**src/rtl/eilc_pkg.sv**
```systemverilog
// Package for the enclave instruction legality check block
package eilc_pkg;

	// Instruction class codes presented at the decode port
	typedef enum logic [5:0] {
		EILC_OP_NONE,
		EILC_OP_ID_QUERY,
		EILC_OP_SAFER_MODE,
		EILC_OP_PERF_READ,
		EILC_OP_GLOBAL_TABLE_STORE,
		EILC_OP_INTERRUPT_TABLE_STORE,
		EILC_OP_LOCAL_TABLE_STORE,
		EILC_OP_TASK_REG_STORE,
		EILC_OP_HYPERCALL,
		EILC_OP_VM_FUNCTION,
		EILC_OP_PORT_IN,
		EILC_OP_STRING_PORT_IN,
		EILC_OP_PORT_OUT,
		EILC_OP_STRING_PORT_OUT,
		EILC_OP_FAR_CALL,
		EILC_OP_FAR_JUMP,
		EILC_OP_FAR_RET,
		EILC_OP_SOFT_INT,
		EILC_OP_INT_RETURN,
		EILC_OP_FAR_PTR_LOAD,
		EILC_OP_SEG_MOV,
		EILC_OP_SEG_POP,
		EILC_OP_FAST_SYS_CALL,
		EILC_OP_FAST_SYS_ENTRY,
		EILC_OP_MSW_STORE,
		EILC_OP_ENTRY_LEAF,
		EILC_OP_RESUME_LEAF,
		EILC_OP_TIMESTAMP,
		EILC_OP_TIMESTAMP_ID,
		EILC_OP_RANDOM,
		EILC_OP_RANDOM_SEED,
		EILC_OP_SPIN_WAIT,
		EILC_OP_SINGLE_STEP,
		EILC_OP_BREAKPOINT,
		EILC_OP_PERM_EXTEND,
		EILC_OP_PAGE_INFO_READ,
		EILC_OP_VCHILD_MARK,
		EILC_OP_CONTEXT_SET,
		EILC_OP_ACCESS,
		EILC_OP_OTHER
	} eilc_op_e;

	// Verdict for one instruction
	typedef enum logic [2:0] {
		EILC_RES_LEGAL,
		EILC_RES_INVALID_OPCODE,
		EILC_RES_GEN_PROT,
		EILC_RES_VM_EXIT,
		EILC_RES_PAGE_FAULT
	} eilc_res_e;

	// Exit reason codes (chosen)
	localparam logic [15:0] EILC_EXIT_TIMESTAMP   = 16'h0010;
	localparam logic [15:0] EILC_EXIT_RANDOM      = 16'h0039;
	localparam logic [15:0] EILC_EXIT_SPIN_WAIT   = 16'h0028;
	localparam logic [15:0] EILC_EXIT_RANDOM_SEED = 16'h003d;

	// Exit reason word layout
	localparam int          EILC_EXIT_WIDTH       = 32;
	localparam int          EILC_EXIT_ENCLAVE_BIT = 27;

	// Identification leaf answer
	localparam logic [31:0] EILC_ID_LEAF          = 32'h0000_0012;
	localparam logic [31:0] EILC_ID_SUBLEAF       = 32'h0000_0000;
	localparam int          EILC_ID_OVERSUB_BIT_A = 5;
	localparam int          EILC_ID_OVERSUB_BIT_B = 6;
	localparam int          EILC_ID_GEN1_BIT      = 0;
	localparam int          EILC_ID_GEN2_BIT      = 1;

	// Page map geometry
	localparam int          EILC_PAGES            = 16;
	localparam int          EILC_PAGE_IDX_W       = 4;
	localparam int          EILC_PERM_W           = 3;
	localparam int          EILC_TYPE_W           = 8;
	localparam int          EILC_CTX_W            = 64;
	localparam logic [7:0]  EILC_TYPE_CONTROL     = 8'h00;

	// One enclave page map entry
	typedef struct packed {
		logic                      valid;
		logic [EILC_PERM_W-1:0]    perm;
		logic [EILC_TYPE_W-1:0]    page_type;
		logic [EILC_PAGE_IDX_W-1:0] owner;
	} eilc_map_entry_s;

	// Decode request
	typedef struct packed {
		logic                       valid;
		eilc_op_e                   op;
		logic [EILC_PAGE_IDX_W-1:0] page;
		logic [EILC_PERM_W-1:0]     perm;
		logic [EILC_CTX_W-1:0]      ctx;
		logic [31:0]                leaf;
		logic [31:0]                subleaf;
	} eilc_req_s;

	// Monitor execution controls
	typedef struct packed {
		logic timestamp_exit;
		logic random_exit;
		logic spin_wait_exit;
		logic spin_loop_exit;
		logic timestamp_disable;
		logic [1:0] current_privilege_level;
	} eilc_ctrl_s;

	// Verdict output
	typedef struct packed {
		logic                       valid;
		eilc_res_e                  result;
		logic [EILC_EXIT_WIDTH-1:0] exit_reason;
		logic                       commit;
		logic [31:0]                id_data;
		logic [EILC_TYPE_W-1:0]     page_type;
		logic [EILC_PAGE_IDX_W-1:0] owner;
	} eilc_resp_s;

endpackage

```
**src/rtl/eilc_page_map.sv**
```systemverilog
// Enclave page map with permission extension and control-structure data
`timescale 1ns/1ps
module eilc_page_map
	import eilc_pkg::*;
(
	input  wire logic                       i_clk,
	input  wire logic                       i_rst,
	input  wire logic                       i_load,
	input  wire logic [EILC_PAGE_IDX_W-1:0] i_load_page,
	input  wire eilc_map_entry_s            i_load_entry,
	input  wire logic                       i_extend,
	input  wire logic                       i_vchild,
	input  wire logic                       i_ctx_set,
	input  wire logic [EILC_PAGE_IDX_W-1:0] i_page,
	input  wire logic [EILC_PERM_W-1:0]     i_perm,
	input  wire logic [EILC_CTX_W-1:0]      i_ctx,
	output eilc_map_entry_s                 o_entry,
	output logic                            o_vchild,
	output logic [EILC_CTX_W-1:0]           o_ctx
);

	typedef struct packed {
		eilc_map_entry_s [EILC_PAGES-1:0] map;
		logic [EILC_PAGES-1:0]            vchild;
		logic [EILC_PAGES-1:0][EILC_CTX_W-1:0] ctx;
	} eilc_pm_state_s;

	eilc_pm_state_s state;
	eilc_pm_state_s next_state;

	// Map updates
	always_comb
	begin
		next_state = state;
		if (i_load)
			next_state.map[i_load_page] = i_load_entry;
		if (i_extend && state.map[i_page].valid)
			next_state.map[i_page].perm = state.map[i_page].perm | i_perm;
		if (i_vchild)
			next_state.vchild[i_page] = 1'b1;
		if (i_ctx_set)
			next_state.ctx[i_page] = i_ctx;
		if (i_load && i_load_entry.page_type == EILC_TYPE_CONTROL)
			next_state.vchild[i_load_page] = 1'b0;
	end

	always_ff @(posedge i_clk)
	begin
		if (i_rst)
			state <= '0;
		else
			state <= next_state;
	end

	// Combinational lookup: entry of the page in question, marker and context of its owner page
	assign o_entry  = state.map[i_page];
	assign o_vchild = state.vchild[state.map[i_page].owner];
	assign o_ctx    = state.ctx[state.map[i_page].owner];

endmodule

```
**src/rtl/eilc_tlb.sv**
```systemverilog
// Cached translation permissions per enclave page
`timescale 1ns/1ps
module eilc_tlb
	import eilc_pkg::*;
(
	input  wire logic                       i_clk,
	input  wire logic                       i_rst,
	input  wire logic                       i_fill,
	input  wire logic                       i_drop,
	input  wire logic                       i_flush,
	input  wire logic [EILC_PAGE_IDX_W-1:0] i_page,
	input  wire logic [EILC_PERM_W-1:0]     i_perm,
	output logic                            o_hit,
	output logic [EILC_PERM_W-1:0]          o_perm
);

	typedef struct packed {
		logic [EILC_PAGES-1:0]                  valid;
		logic [EILC_PAGES-1:0][EILC_PERM_W-1:0] perm;
	} eilc_tlb_state_s;

	eilc_tlb_state_s state;
	eilc_tlb_state_s next_state;

	// Fill on a good access, drop on a faulting access, clear all on a flush
	always_comb
	begin
		next_state = state;
		if (i_flush)
			next_state.valid = '0;
		if (i_drop)
			next_state.valid[i_page] = 1'b0;
		if (i_fill)
		begin
			next_state.valid[i_page] = 1'b1;
			next_state.perm[i_page]  = i_perm;
		end
	end

	always_ff @(posedge i_clk)
	begin
		if (i_rst)
			state <= '0;
		else
			state <= next_state;
	end

	assign o_hit  = state.valid[i_page];
	assign o_perm = state.perm[i_page];

endmodule

```
**src/rtl/eilc_top.sv**
```systemverilog
// Enclave instruction legality check and page management top
`timescale 1ns/1ps
module eilc_top
	import eilc_pkg::*;
(
	input  wire logic                       i_clk,
	input  wire logic                       i_rst,
	input  wire eilc_req_s                  i_req,
	input  wire eilc_ctrl_s                 i_ctrl,
	input  wire logic                       i_in_enclave,
	input  wire logic                       i_gen2,
	input  wire logic                       i_map_load,
	input  wire logic [EILC_PAGE_IDX_W-1:0] i_map_page,
	input  wire eilc_map_entry_s            i_map_entry,
	input  wire logic                       i_tlb_flush,
	output eilc_resp_s                      o_resp,
	output logic [EILC_CTX_W-1:0]           o_info_ctx,
	output logic                            o_vchild_locked
);

	////////////////////////////////////////////////////////////////////////////////
	// State

	typedef struct packed {
		eilc_resp_s             resp;
		logic [EILC_CTX_W-1:0]  info_ctx;
		logic                   vchild_locked;
	} eilc_top_state_s;

	eilc_top_state_s state;
	eilc_top_state_s next_state;

	eilc_map_entry_s        map_entry;
	logic                   map_vchild;
	logic [EILC_CTX_W-1:0]  map_ctx;
	logic                   tlb_hit;
	logic [EILC_PERM_W-1:0] tlb_perm;

	eilc_res_e              verdict;
	logic [15:0]            exit_code;
	logic                   commit;
	logic                   do_extend;
	logic                   do_vchild;
	logic                   do_ctx_set;
	logic                   do_fill;
	logic                   do_drop;

	////////////////////////////////////////////////////////////////////////////////
	// Submodules

	eilc_page_map u_map (
		.i_clk        (i_clk),
		.i_rst        (i_rst),
		.i_load       (i_map_load),
		.i_load_page  (i_map_page),
		.i_load_entry (i_map_entry),
		.i_extend     (do_extend),
		.i_vchild     (do_vchild),
		.i_ctx_set    (do_ctx_set),
		.i_page       (i_req.page),
		.i_perm       (i_req.perm),
		.i_ctx        (i_req.ctx),
		.o_entry      (map_entry),
		.o_vchild     (map_vchild),
		.o_ctx        (map_ctx)
	);

	eilc_tlb u_tlb (
		.i_clk   (i_clk),
		.i_rst   (i_rst),
		.i_fill  (do_fill),
		.i_drop  (do_drop),
		.i_flush (i_tlb_flush),
		.i_page  (i_req.page),
		.i_perm  (map_entry.perm),
		.o_hit   (tlb_hit),
		.o_perm  (tlb_perm)
	);

	////////////////////////////////////////////////////////////////////////////////
	// Classification

	// Verdict for the presented instruction
	always_comb
	begin
		verdict   = EILC_RES_LEGAL;
		exit_code = 16'h0000;
		if (i_in_enclave)
		begin
			unique case (i_req.op)
				EILC_OP_ID_QUERY, EILC_OP_SAFER_MODE, EILC_OP_PERF_READ,
				EILC_OP_GLOBAL_TABLE_STORE, EILC_OP_INTERRUPT_TABLE_STORE,
				EILC_OP_LOCAL_TABLE_STORE, EILC_OP_TASK_REG_STORE,
				EILC_OP_HYPERCALL, EILC_OP_VM_FUNCTION:
					verdict = EILC_RES_INVALID_OPCODE;
				EILC_OP_PORT_IN, EILC_OP_STRING_PORT_IN, EILC_OP_PORT_OUT,
				EILC_OP_STRING_PORT_OUT:
					verdict = EILC_RES_INVALID_OPCODE;
				EILC_OP_FAR_CALL, EILC_OP_FAR_JUMP, EILC_OP_FAR_RET,
				EILC_OP_SOFT_INT, EILC_OP_INT_RETURN, EILC_OP_FAR_PTR_LOAD,
				EILC_OP_SEG_MOV, EILC_OP_SEG_POP, EILC_OP_FAST_SYS_CALL,
				EILC_OP_FAST_SYS_ENTRY:
					verdict = EILC_RES_INVALID_OPCODE;
				EILC_OP_MSW_STORE:
					verdict = EILC_RES_INVALID_OPCODE;
				EILC_OP_ENTRY_LEAF, EILC_OP_RESUME_LEAF:
					verdict = EILC_RES_GEN_PROT;
				EILC_OP_TIMESTAMP, EILC_OP_TIMESTAMP_ID:
				begin
					if (!i_gen2)
						verdict = EILC_RES_INVALID_OPCODE;
					else if (i_ctrl.timestamp_disable && i_ctrl.current_privilege_level != 2'h0)
						verdict = EILC_RES_GEN_PROT;
					else if (i_ctrl.timestamp_exit)
					begin
						verdict   = EILC_RES_VM_EXIT;
						exit_code = EILC_EXIT_TIMESTAMP;
					end
				end
				EILC_OP_RANDOM, EILC_OP_RANDOM_SEED:
				begin
					if (i_ctrl.random_exit)
					begin
						verdict   = EILC_RES_VM_EXIT;
						exit_code = (i_req.op == EILC_OP_RANDOM) ? EILC_EXIT_RANDOM
							: EILC_EXIT_RANDOM_SEED;
					end
				end
				EILC_OP_SPIN_WAIT:
				begin
					// Loop exiting is ignored: enclave code is never at level 0
					if (i_ctrl.spin_wait_exit)
					begin
						verdict   = EILC_RES_VM_EXIT;
						exit_code = EILC_EXIT_SPIN_WAIT;
					end
				end
				EILC_OP_SINGLE_STEP, EILC_OP_BREAKPOINT:
					verdict = EILC_RES_LEGAL;
				EILC_OP_ACCESS:
				begin
					// Stale cached permissions fault, and the faulting access drops them
					if (tlb_hit && ((i_req.perm & ~tlb_perm) != '0))
						verdict = EILC_RES_PAGE_FAULT;
					else if ((i_req.perm & ~map_entry.perm) != '0 || !map_entry.valid)
						verdict = EILC_RES_PAGE_FAULT;
					else
						verdict = EILC_RES_LEGAL;
				end
				default:
					verdict = EILC_RES_LEGAL;
			endcase
		end
		else if (i_req.op == EILC_OP_SPIN_WAIT)
		begin
			if (i_ctrl.spin_wait_exit || (i_ctrl.spin_loop_exit && i_ctrl.current_privilege_level == 2'h0))
			begin
				verdict   = EILC_RES_VM_EXIT;
				exit_code = EILC_EXIT_SPIN_WAIT;
			end
		end
	end

	// Only a legal instruction touches map state; a faulting access drops its TLB entry
	always_comb
	begin
		commit     = i_req.valid && verdict == EILC_RES_LEGAL;
		do_extend  = commit && i_req.op == EILC_OP_PERM_EXTEND && i_in_enclave;
		do_vchild  = commit && i_req.op == EILC_OP_VCHILD_MARK;
		do_ctx_set = commit && i_req.op == EILC_OP_CONTEXT_SET;
		do_fill    = commit && i_req.op == EILC_OP_ACCESS && i_in_enclave;
		do_drop    = i_req.valid && i_req.op == EILC_OP_ACCESS
			&& verdict == EILC_RES_PAGE_FAULT;
	end

	////////////////////////////////////////////////////////////////////////////////
	// Response register

	always_comb
	begin
		next_state = state;
		next_state.resp.valid = i_req.valid;
		if (i_req.valid)
		begin
			next_state.resp.result      = verdict;
			next_state.resp.commit      = commit;
			next_state.resp.exit_reason = '0;
			next_state.resp.id_data     = '0;
			next_state.resp.page_type   = '0;
			next_state.resp.owner       = '0;
			if (verdict == EILC_RES_VM_EXIT)
			begin
				next_state.resp.exit_reason[15:0] = exit_code;
				next_state.resp.exit_reason[EILC_EXIT_ENCLAVE_BIT] = i_in_enclave;
			end
			if (commit && i_req.op == EILC_OP_ID_QUERY && i_req.leaf == EILC_ID_LEAF
				&& i_req.subleaf == EILC_ID_SUBLEAF)
			begin
				next_state.resp.id_data[EILC_ID_GEN1_BIT]      = 1'b1;
				next_state.resp.id_data[EILC_ID_GEN2_BIT]      = i_gen2;
				next_state.resp.id_data[EILC_ID_OVERSUB_BIT_A] = 1'b1;
				next_state.resp.id_data[EILC_ID_OVERSUB_BIT_B] = 1'b1;
			end
			if (commit && i_req.op == EILC_OP_PAGE_INFO_READ)
			begin
				next_state.resp.page_type = map_entry.page_type;
				next_state.resp.owner     = map_entry.owner;
				next_state.info_ctx       = map_ctx;
				next_state.vchild_locked  = map_vchild;
			end
		end
	end

	always_ff @(posedge i_clk)
	begin
		if (i_rst)
			state <= '0;
		else
			state <= next_state;
	end

	assign o_resp          = state.resp;
	assign o_info_ctx      = state.info_ctx;
	assign o_vchild_locked = state.vchild_locked;

endmodule

```
**config.mk**
```make
export PLATFORM = sky130hd
export DESIGN_NAME = eilc_top
export DESIGN_NICKNAME = d
export VERILOG_FILES = /design/src/rtl/eilc_pkg.sv /design/src/rtl/eilc_page_map.sv /design/src/rtl/eilc_tlb.sv /design/src/rtl/eilc_top.sv
export SDC_FILE = /design/constraint.sdc
export NUM_CORES = 2
export LEC_CHECK = 0
export ABC_AREA = 1
export ABC_CLOCK_PERIOD_IN_PS = 3200
export BUFFER_PORTS_ARGS = -buffer_cell sky130_fd_sc_hd__buf_2
export CAP_MARGIN = 10
export CELL_PAD_IN_SITES_DETAIL_PLACEMENT = 1
export CELL_PAD_IN_SITES_GLOBAL_PLACEMENT = 1
export CORE_MARGIN = 1
export CORE_UTILIZATION = 44
export DETAILED_ROUTE_END_ITERATION = 7
export GPL_TIMING_DRIVEN = 0
export HOLD_SLACK_MARGIN = 0.1
export PLACE_DENSITY = 0.81
export SLEW_MARGIN = 20
export SYNTH_ARGS = -nofsm -noshare
export SYNTH_HDL_FRONTEND = slang
export SYNTH_SLANG_ARGS = --single-unit
export TNS_END_PERCENT = 50
```
**constraint.sdc**
```tcl
create_clock -name i_clk -period 3.2 [get_ports i_clk]
set_clock_uncertainty 0.05 [all_clocks]
set_input_delay 0.64 -clock i_clk [delete_from_list [all_inputs] [get_ports i_clk]]
set_output_delay 0.64 -clock i_clk [all_outputs]
set_load 0.02 [all_outputs]
```
* Word-level counts from Yosys, hierarchy flattened
Cells that the tools add are included.
** Storage, ports and cells
- Bits of input ports :: 175
- Word-level logic and storage cells :: 256
- Bits in registers :: 1463
** Cells by class
- Magnitude comparators :: 5
- Equal/unequal tests :: 39
- Bitwise logic cells :: 11
- Muxes and demuxes :: 59
- Reduce and logical (&&, ||, !) cells :: 35
** Operators by type and width (number)
- $bwmux W1024 :: 1
- $bwmux W256 :: 2
- $mux W256 :: 2
- $bmux W64 S4 :: 1
- $demux W64 S4 :: 1
- $mux W64 :: 3
- $demux W16 S4 :: 2
- $mux W16 :: 8
- $eq A6 B5 Y1 const B :: 16
- $mux W77 :: 1
- $bmux W16 S4 :: 1
- $bwmux W48 :: 1
- $eq A6 B4 Y1 const B :: 8
- $and A16 B16 Y16 :: 2
- $eq A32 B5 Y1 const B :: 1
- $logic_not A32 Y1 :: 1
- $not A16 Y16 :: 2
- $or A16 B16 Y16 :: 2
- $eq A6 B6 Y1 const B :: 5
- $eq A6 B3 Y1 const B :: 4
- $mux W6 :: 4
- $reduce_or A24 Y1 :: 1
- $logic_and A1 B1 Y1 :: 20
- $mux W2 :: 9
- other kinds (28) :: 51

* Logic depth before layout (Yosys ltp)
- Depth in word-level cells :: 16
- Gate-level depth with buffers :: 22

* Modules after synthesis
A second synthesis with hierarchy kept.
** Unflattened totals
- Cell total of the unflattened synthesis :: 9867
- Area, all modules :: 66988.0 um^2
** By module, submodules not included
- eilc_page_map :: cells an instance 8494, times used 1, area each 58329.7 um^2
- eilc_top :: cells an instance 855, times used 1, area each 5266.3 um^2
- eilc_tlb :: cells an instance 518, times used 1, area each 3392.0 um^2

* Least setup slack after synthesis
OpenSTA, ideal clock, no wires.
- Path type :: in2reg
- Start :: in i_req[132] (netlist name)
- End :: reg state (netlist bit o_info_ctx[41])
- Library setup time :: 0.113 ns
- Stages on the path :: 16
- Slack :: 0.494 ns
- Data arrival time :: 2.543 ns
- Path buffers :: 5
- Path through :: buf_4 inv_2 nand2_2 buf_4 buf_4 o22ai_1 o21ai_0 nand2_1 nor2_1 buf_2 clkbuf_1 nand3_1 nand3_1 nand2_1 nor2_1 nor2_1
** Between the ends
- Word-level cells in the longest chain between the ends :: 14
- Elaborated cells on any way between the ends :: 25
- Those cells by class :: mux (12); bitwise (4); reduce/logical (9)
** Ends and longest elaborated chain
- start, declared :: line eilc_top.sv:8 : input wire eilc_req_s i_req,
- $bmux W16 S4 :: line eilc_page_map.sv:56, eilc_page_map.sv:58
- $mux W16 (not written as such) :: line eilc_page_map.sv:56 : assign o_entry = state.map[i_page];
- $not A3 Y3 :: line eilc_top.sv:145 : else if ((i_req.perm & ~map_entry.perm) != '0 || !map_entry.valid)
- $and A3 B3 Y3 :: line eilc_top.sv:145
- $reduce_bool A3 Y1 :: line eilc_top.sv:145
- $logic_or A1 B1 Y1 :: line eilc_top.sv:145
- $mux W3 :: line eilc_top.sv:145
- $mux W3 :: line eilc_top.sv:143 : if (tlb_hit && ((i_req.perm & ~tlb_perm) != '0))
- $pmux W3 S6 :: line eilc_top.sv:90 : unique case (i_req.op)
- $mux W3 :: line eilc_top.sv:88 : if (i_in_enclave)
- $logic_not A3 Y1 :: line eilc_top.sv:167 : commit = i_req.valid && verdict == EILC_RES_LEGAL;
- $logic_and A1 B1 Y1 :: line eilc_top.sv:167
- $logic_and A1 B1 Y1 :: line eilc_top.sv:204 : if (commit && i_req.op == EILC_OP_PAGE_INFO_READ)
- $reduce_and A2 Y1 (no source line)
- end signal, assigned :: line eilc_top.sv:219 : state <= next_state;
- end, declared :: line eilc_top.sv:30 : eilc_top_state_s state;
Several ways; a longest one is shown, not always the timed one. The select of a mux whose other input is x is not followed.
A chain may end at the register's enable or synchronous reset.

* Worst setup path after layout
- Start :: in i_req[131] (netlist name)
- End :: reg state (netlist bit o_info_ctx[28])
Same word-level chain as after synthesis.

==> reports/qor.yml <==
status: "finished, violations left"
violations: "setup timing"
io_pins: 321
fmax_ghz: 0.3029
viasPerCell: 5.348
max-slew-margin-rel_pct: 14.24
syn_to_final_growth_pct: 14.49
tightest_slew_ns: 1.286
start_kind: "primary input"
setup_viol: 26
die_h_um: 407.0
ys_warn_count: 0
wirelength_um: 320400
avgSynthCellArea_um2: 6.024
grt_pass1_wl_um: 471200
min_period_over_period_pct: 103.2
post-dp-hpwl_um: 239000
dp_slack_ns: -2.024
crit_fanout: 10
cp-end-kind: "register"
hold_path_class: "primary input to register"
gp_congestion: 0.9709
rsz0062_at_grt: "true"
p_total_mw: 42.15
grtUsageTotal_pct: 37.73
synthDistinctLibCells: 38
crit_buf_inv: 9
cpMaxStageDelayCell: "o21ai_0"
total_leakage_power_nw: 44.37
grt_overflow: 0
rows: 148
synthCells: 11980
dieArea_mm2: 0.1656
cts_sinks: 1449
antenna_left: 0
syn_area_mm2: 0.07216
initial_utilization_pct: 44.33
ys_seq_area_share_pct: 40.20
cts_htree_levels: 4
vias: 78860
utilization_pct: 50.76
critical_path.top_delay_family: "buffers and inverters"
num-nets-final: 12600
min_period_ns: 3.301
drc: 0
fin_area_mm2: 0.08262
cts_root_buf: "clkbuf_16"
peakVddDrop_v: 0.0005954
grt_antenna_before_repair: 47
worstPathCellList: "buf_2 > buf_6 > nand2_8 > buf_6 > buf_4 > buf_4 > o22ai_1 > o21ai_0 > nand4_1 > buf_4 > inv_1 > buf_6 > buf_2 > nand3_1 > nand2_1 > nor2_1 > nor2_1"
dr.first_iter.drc_count: 7363
firstDrtPassIters: 6
grt_pass1_vias: 78490
critPathKind: "primary input to register"
layout-drive-gt1-share_pct: 8.367
core-area_mm2: 0.1628
synthFlopType: "dfxtp_1"
ys_ff_latch: 1449
slew_viol_final: 0
die_x_um: 407.0
routedWlPerCell_um: 21.73
tritoncts: "yes"
p_per_area_mw_per_mm2: 510.2
async_flop_share_pct: 0
cts_max_path_buffers: 3
cap_violations: 0
arrival_ns: 4.02
clock_latency_ns: 0.84
path_clk_slew_ns: 0.06
grt_max_degree: 17
required_ns: 3.92
hold_slack_ns: 0.1515
fin_ws_ns: -0.1013
cpPeakStageDelay_ns: 0.37
portBuffers: 197
post_dp_cell_area_mm2: 0.07626
finalHoldViolCount: 0
synth_edf_count: 0
cts_buffers: 166
-- final timing paths --
| path | startpoint | endpoint | slack (ns) | cells past startpoint |
|---|---|---|---|---|
| min reg2reg | u_map.state[1103]$_SDFFE_PP0P_ | u_map.state[1103]$_SDFFE_PP0P_ | 0.40 | 2 |
| max reg2reg | u_map.state[1261]$_SDFF_PP0_ | u_map.state[672]$_SDFFE_PP0P_ | 0.11 | 18 |
| max | i_req[131] | o_info_ctx[28]$_SDFFE_PP0P_ | -0.10 | 17 |
| min | i_in_enclave | o_resp[72]$_SDFFE_PP0P_ | 0.15 | 3 |
-- synthesized netlist by cell type (2+ instances only) --
cell,number,area (um2)
o22ai_1,63,394.1
inv_2,6,22.52
nor2_1,2565,9628
nand4_1,75,469.2
a221oi_1,8,70.07
o31ai_1,12,90.09
nor3_1,9,45.04
nand2_1,3804,14280
o221ai_1,14,122.6
nand2_2,5,31.28
a22oi_1,15,112.6
dfxtp_1,1449,29010
clkinv_1,2,7.510
a21oi_1,268,1341
and2_1,2,12.51
o21ai_1,8,40.04
nand3_1,1015,5080
nor2_2,2,12.51
or2_2,3,18.77
buf_1,151,566.8
nor2_4,3,33.78
o21bai_1,10,75.07
o211ai_1,2,15.01
buf_4,86,645.6
clkbuf_1,349,1310
inv_1,1361,5109
o21ai_0,293,1466
buf_2,359,1797
buf_6,9,101.4
nor4_1,17,106.4
nand4_2,8,100.1
-- per-stage QoR --
stage	setup TNS (ns)	instances
floorplan	0	12030
global placement	-1561.95	14410
detailed placement	-1479.73	14410
CTS	-0.004336	14720
global route	-0.3920	14730
finish	-0.7909	14740
-- metal layers --
layer / wire length [um] / vias to the layer above / GRT usage [%]
li1: - / 36860 / -
met1: 133200 / 38190 / 49.58
met2: 140200 / 3144 / 58.86
met3: 33300 / 641 / 8.701
met4: 13520 / 22 / 16.42
met5: 146 / - / 0
-- kinds of logic (layout without fill, tap and decap cells) --
kind of cell / count (synthesis) / count (layout) / share of synthesized area (%)
other: 1 / 74 / 0.005197
DFF: 1449 / 1449 / 40.20
and+or+nand+nor: 7512 / 7512 / 41.36
AOI/OAI and AO/OA: 695 / 695 / 5.188
buffers and inverters: 2323 / 2839 / 13.25
-- cell type report --
type | instances | area (um2)
inverters | 1369 | 5160
clock inverters | 38 | 473.0
flip-flops and latches | 1449 | 29010
clock buffers | 257 | 5029
diodes | 20 | 50.05
repair buffers | 222 | 1329
well taps | 2175 | 2721
fillers | 22530 | 80150
plain buffers | 953 | 4886
multi-input cells | 8261 | 33970
-- flip-flops by register name, summed over array words and instances, names as in the netlist --
register	count
o_info_ctx	64
o_resp	24
o_vchild_locked	1
u_map.state	1296
u_tlb.state	64
-- tightest hold or removal path: stages --
cell     delay (ns)
buf_2          0.16
nand3_1        0.11
a21oi_1        0.06
-- report_power, final --
part | switching [mW] | internal, mW | total [mW]
registers | 0.0376 | 18.1 | 18.2
logic | 3.34 | 0.984 | 4.32
clock network | 8.27 | 11.4 | 19.7
total | 11.6 | 30.5 | 42.2
-- cell usage in the layout, fill, tap and decap left out, drive strengths merged, types with 83 or more instances in the layout --
master | synthesis | routed
nor2 | 2570 | 2570
nand2 | 3809 | 3809
o21ai | 301 | 301
nand3 | 1015 | 1015
a21oi | 268 | 268
clkbuf | 349 | 638
nand4 | 83 | 83
dfxtp | 1449 | 1449
inv | 1367 | 1370
buf | 605 | 791
-- repair_timing --
action,4_1_cts,5_1_grt
endpoints found under the hold margin,2,0
pin swaps,5,0
resized for setup,134,102
hold buffers,2,0
setup endpoints to repair,1178,696
gates cloned,0,1
buffers inserted,13,3
No activity file was read; power rests on OpenSTA's default activity.
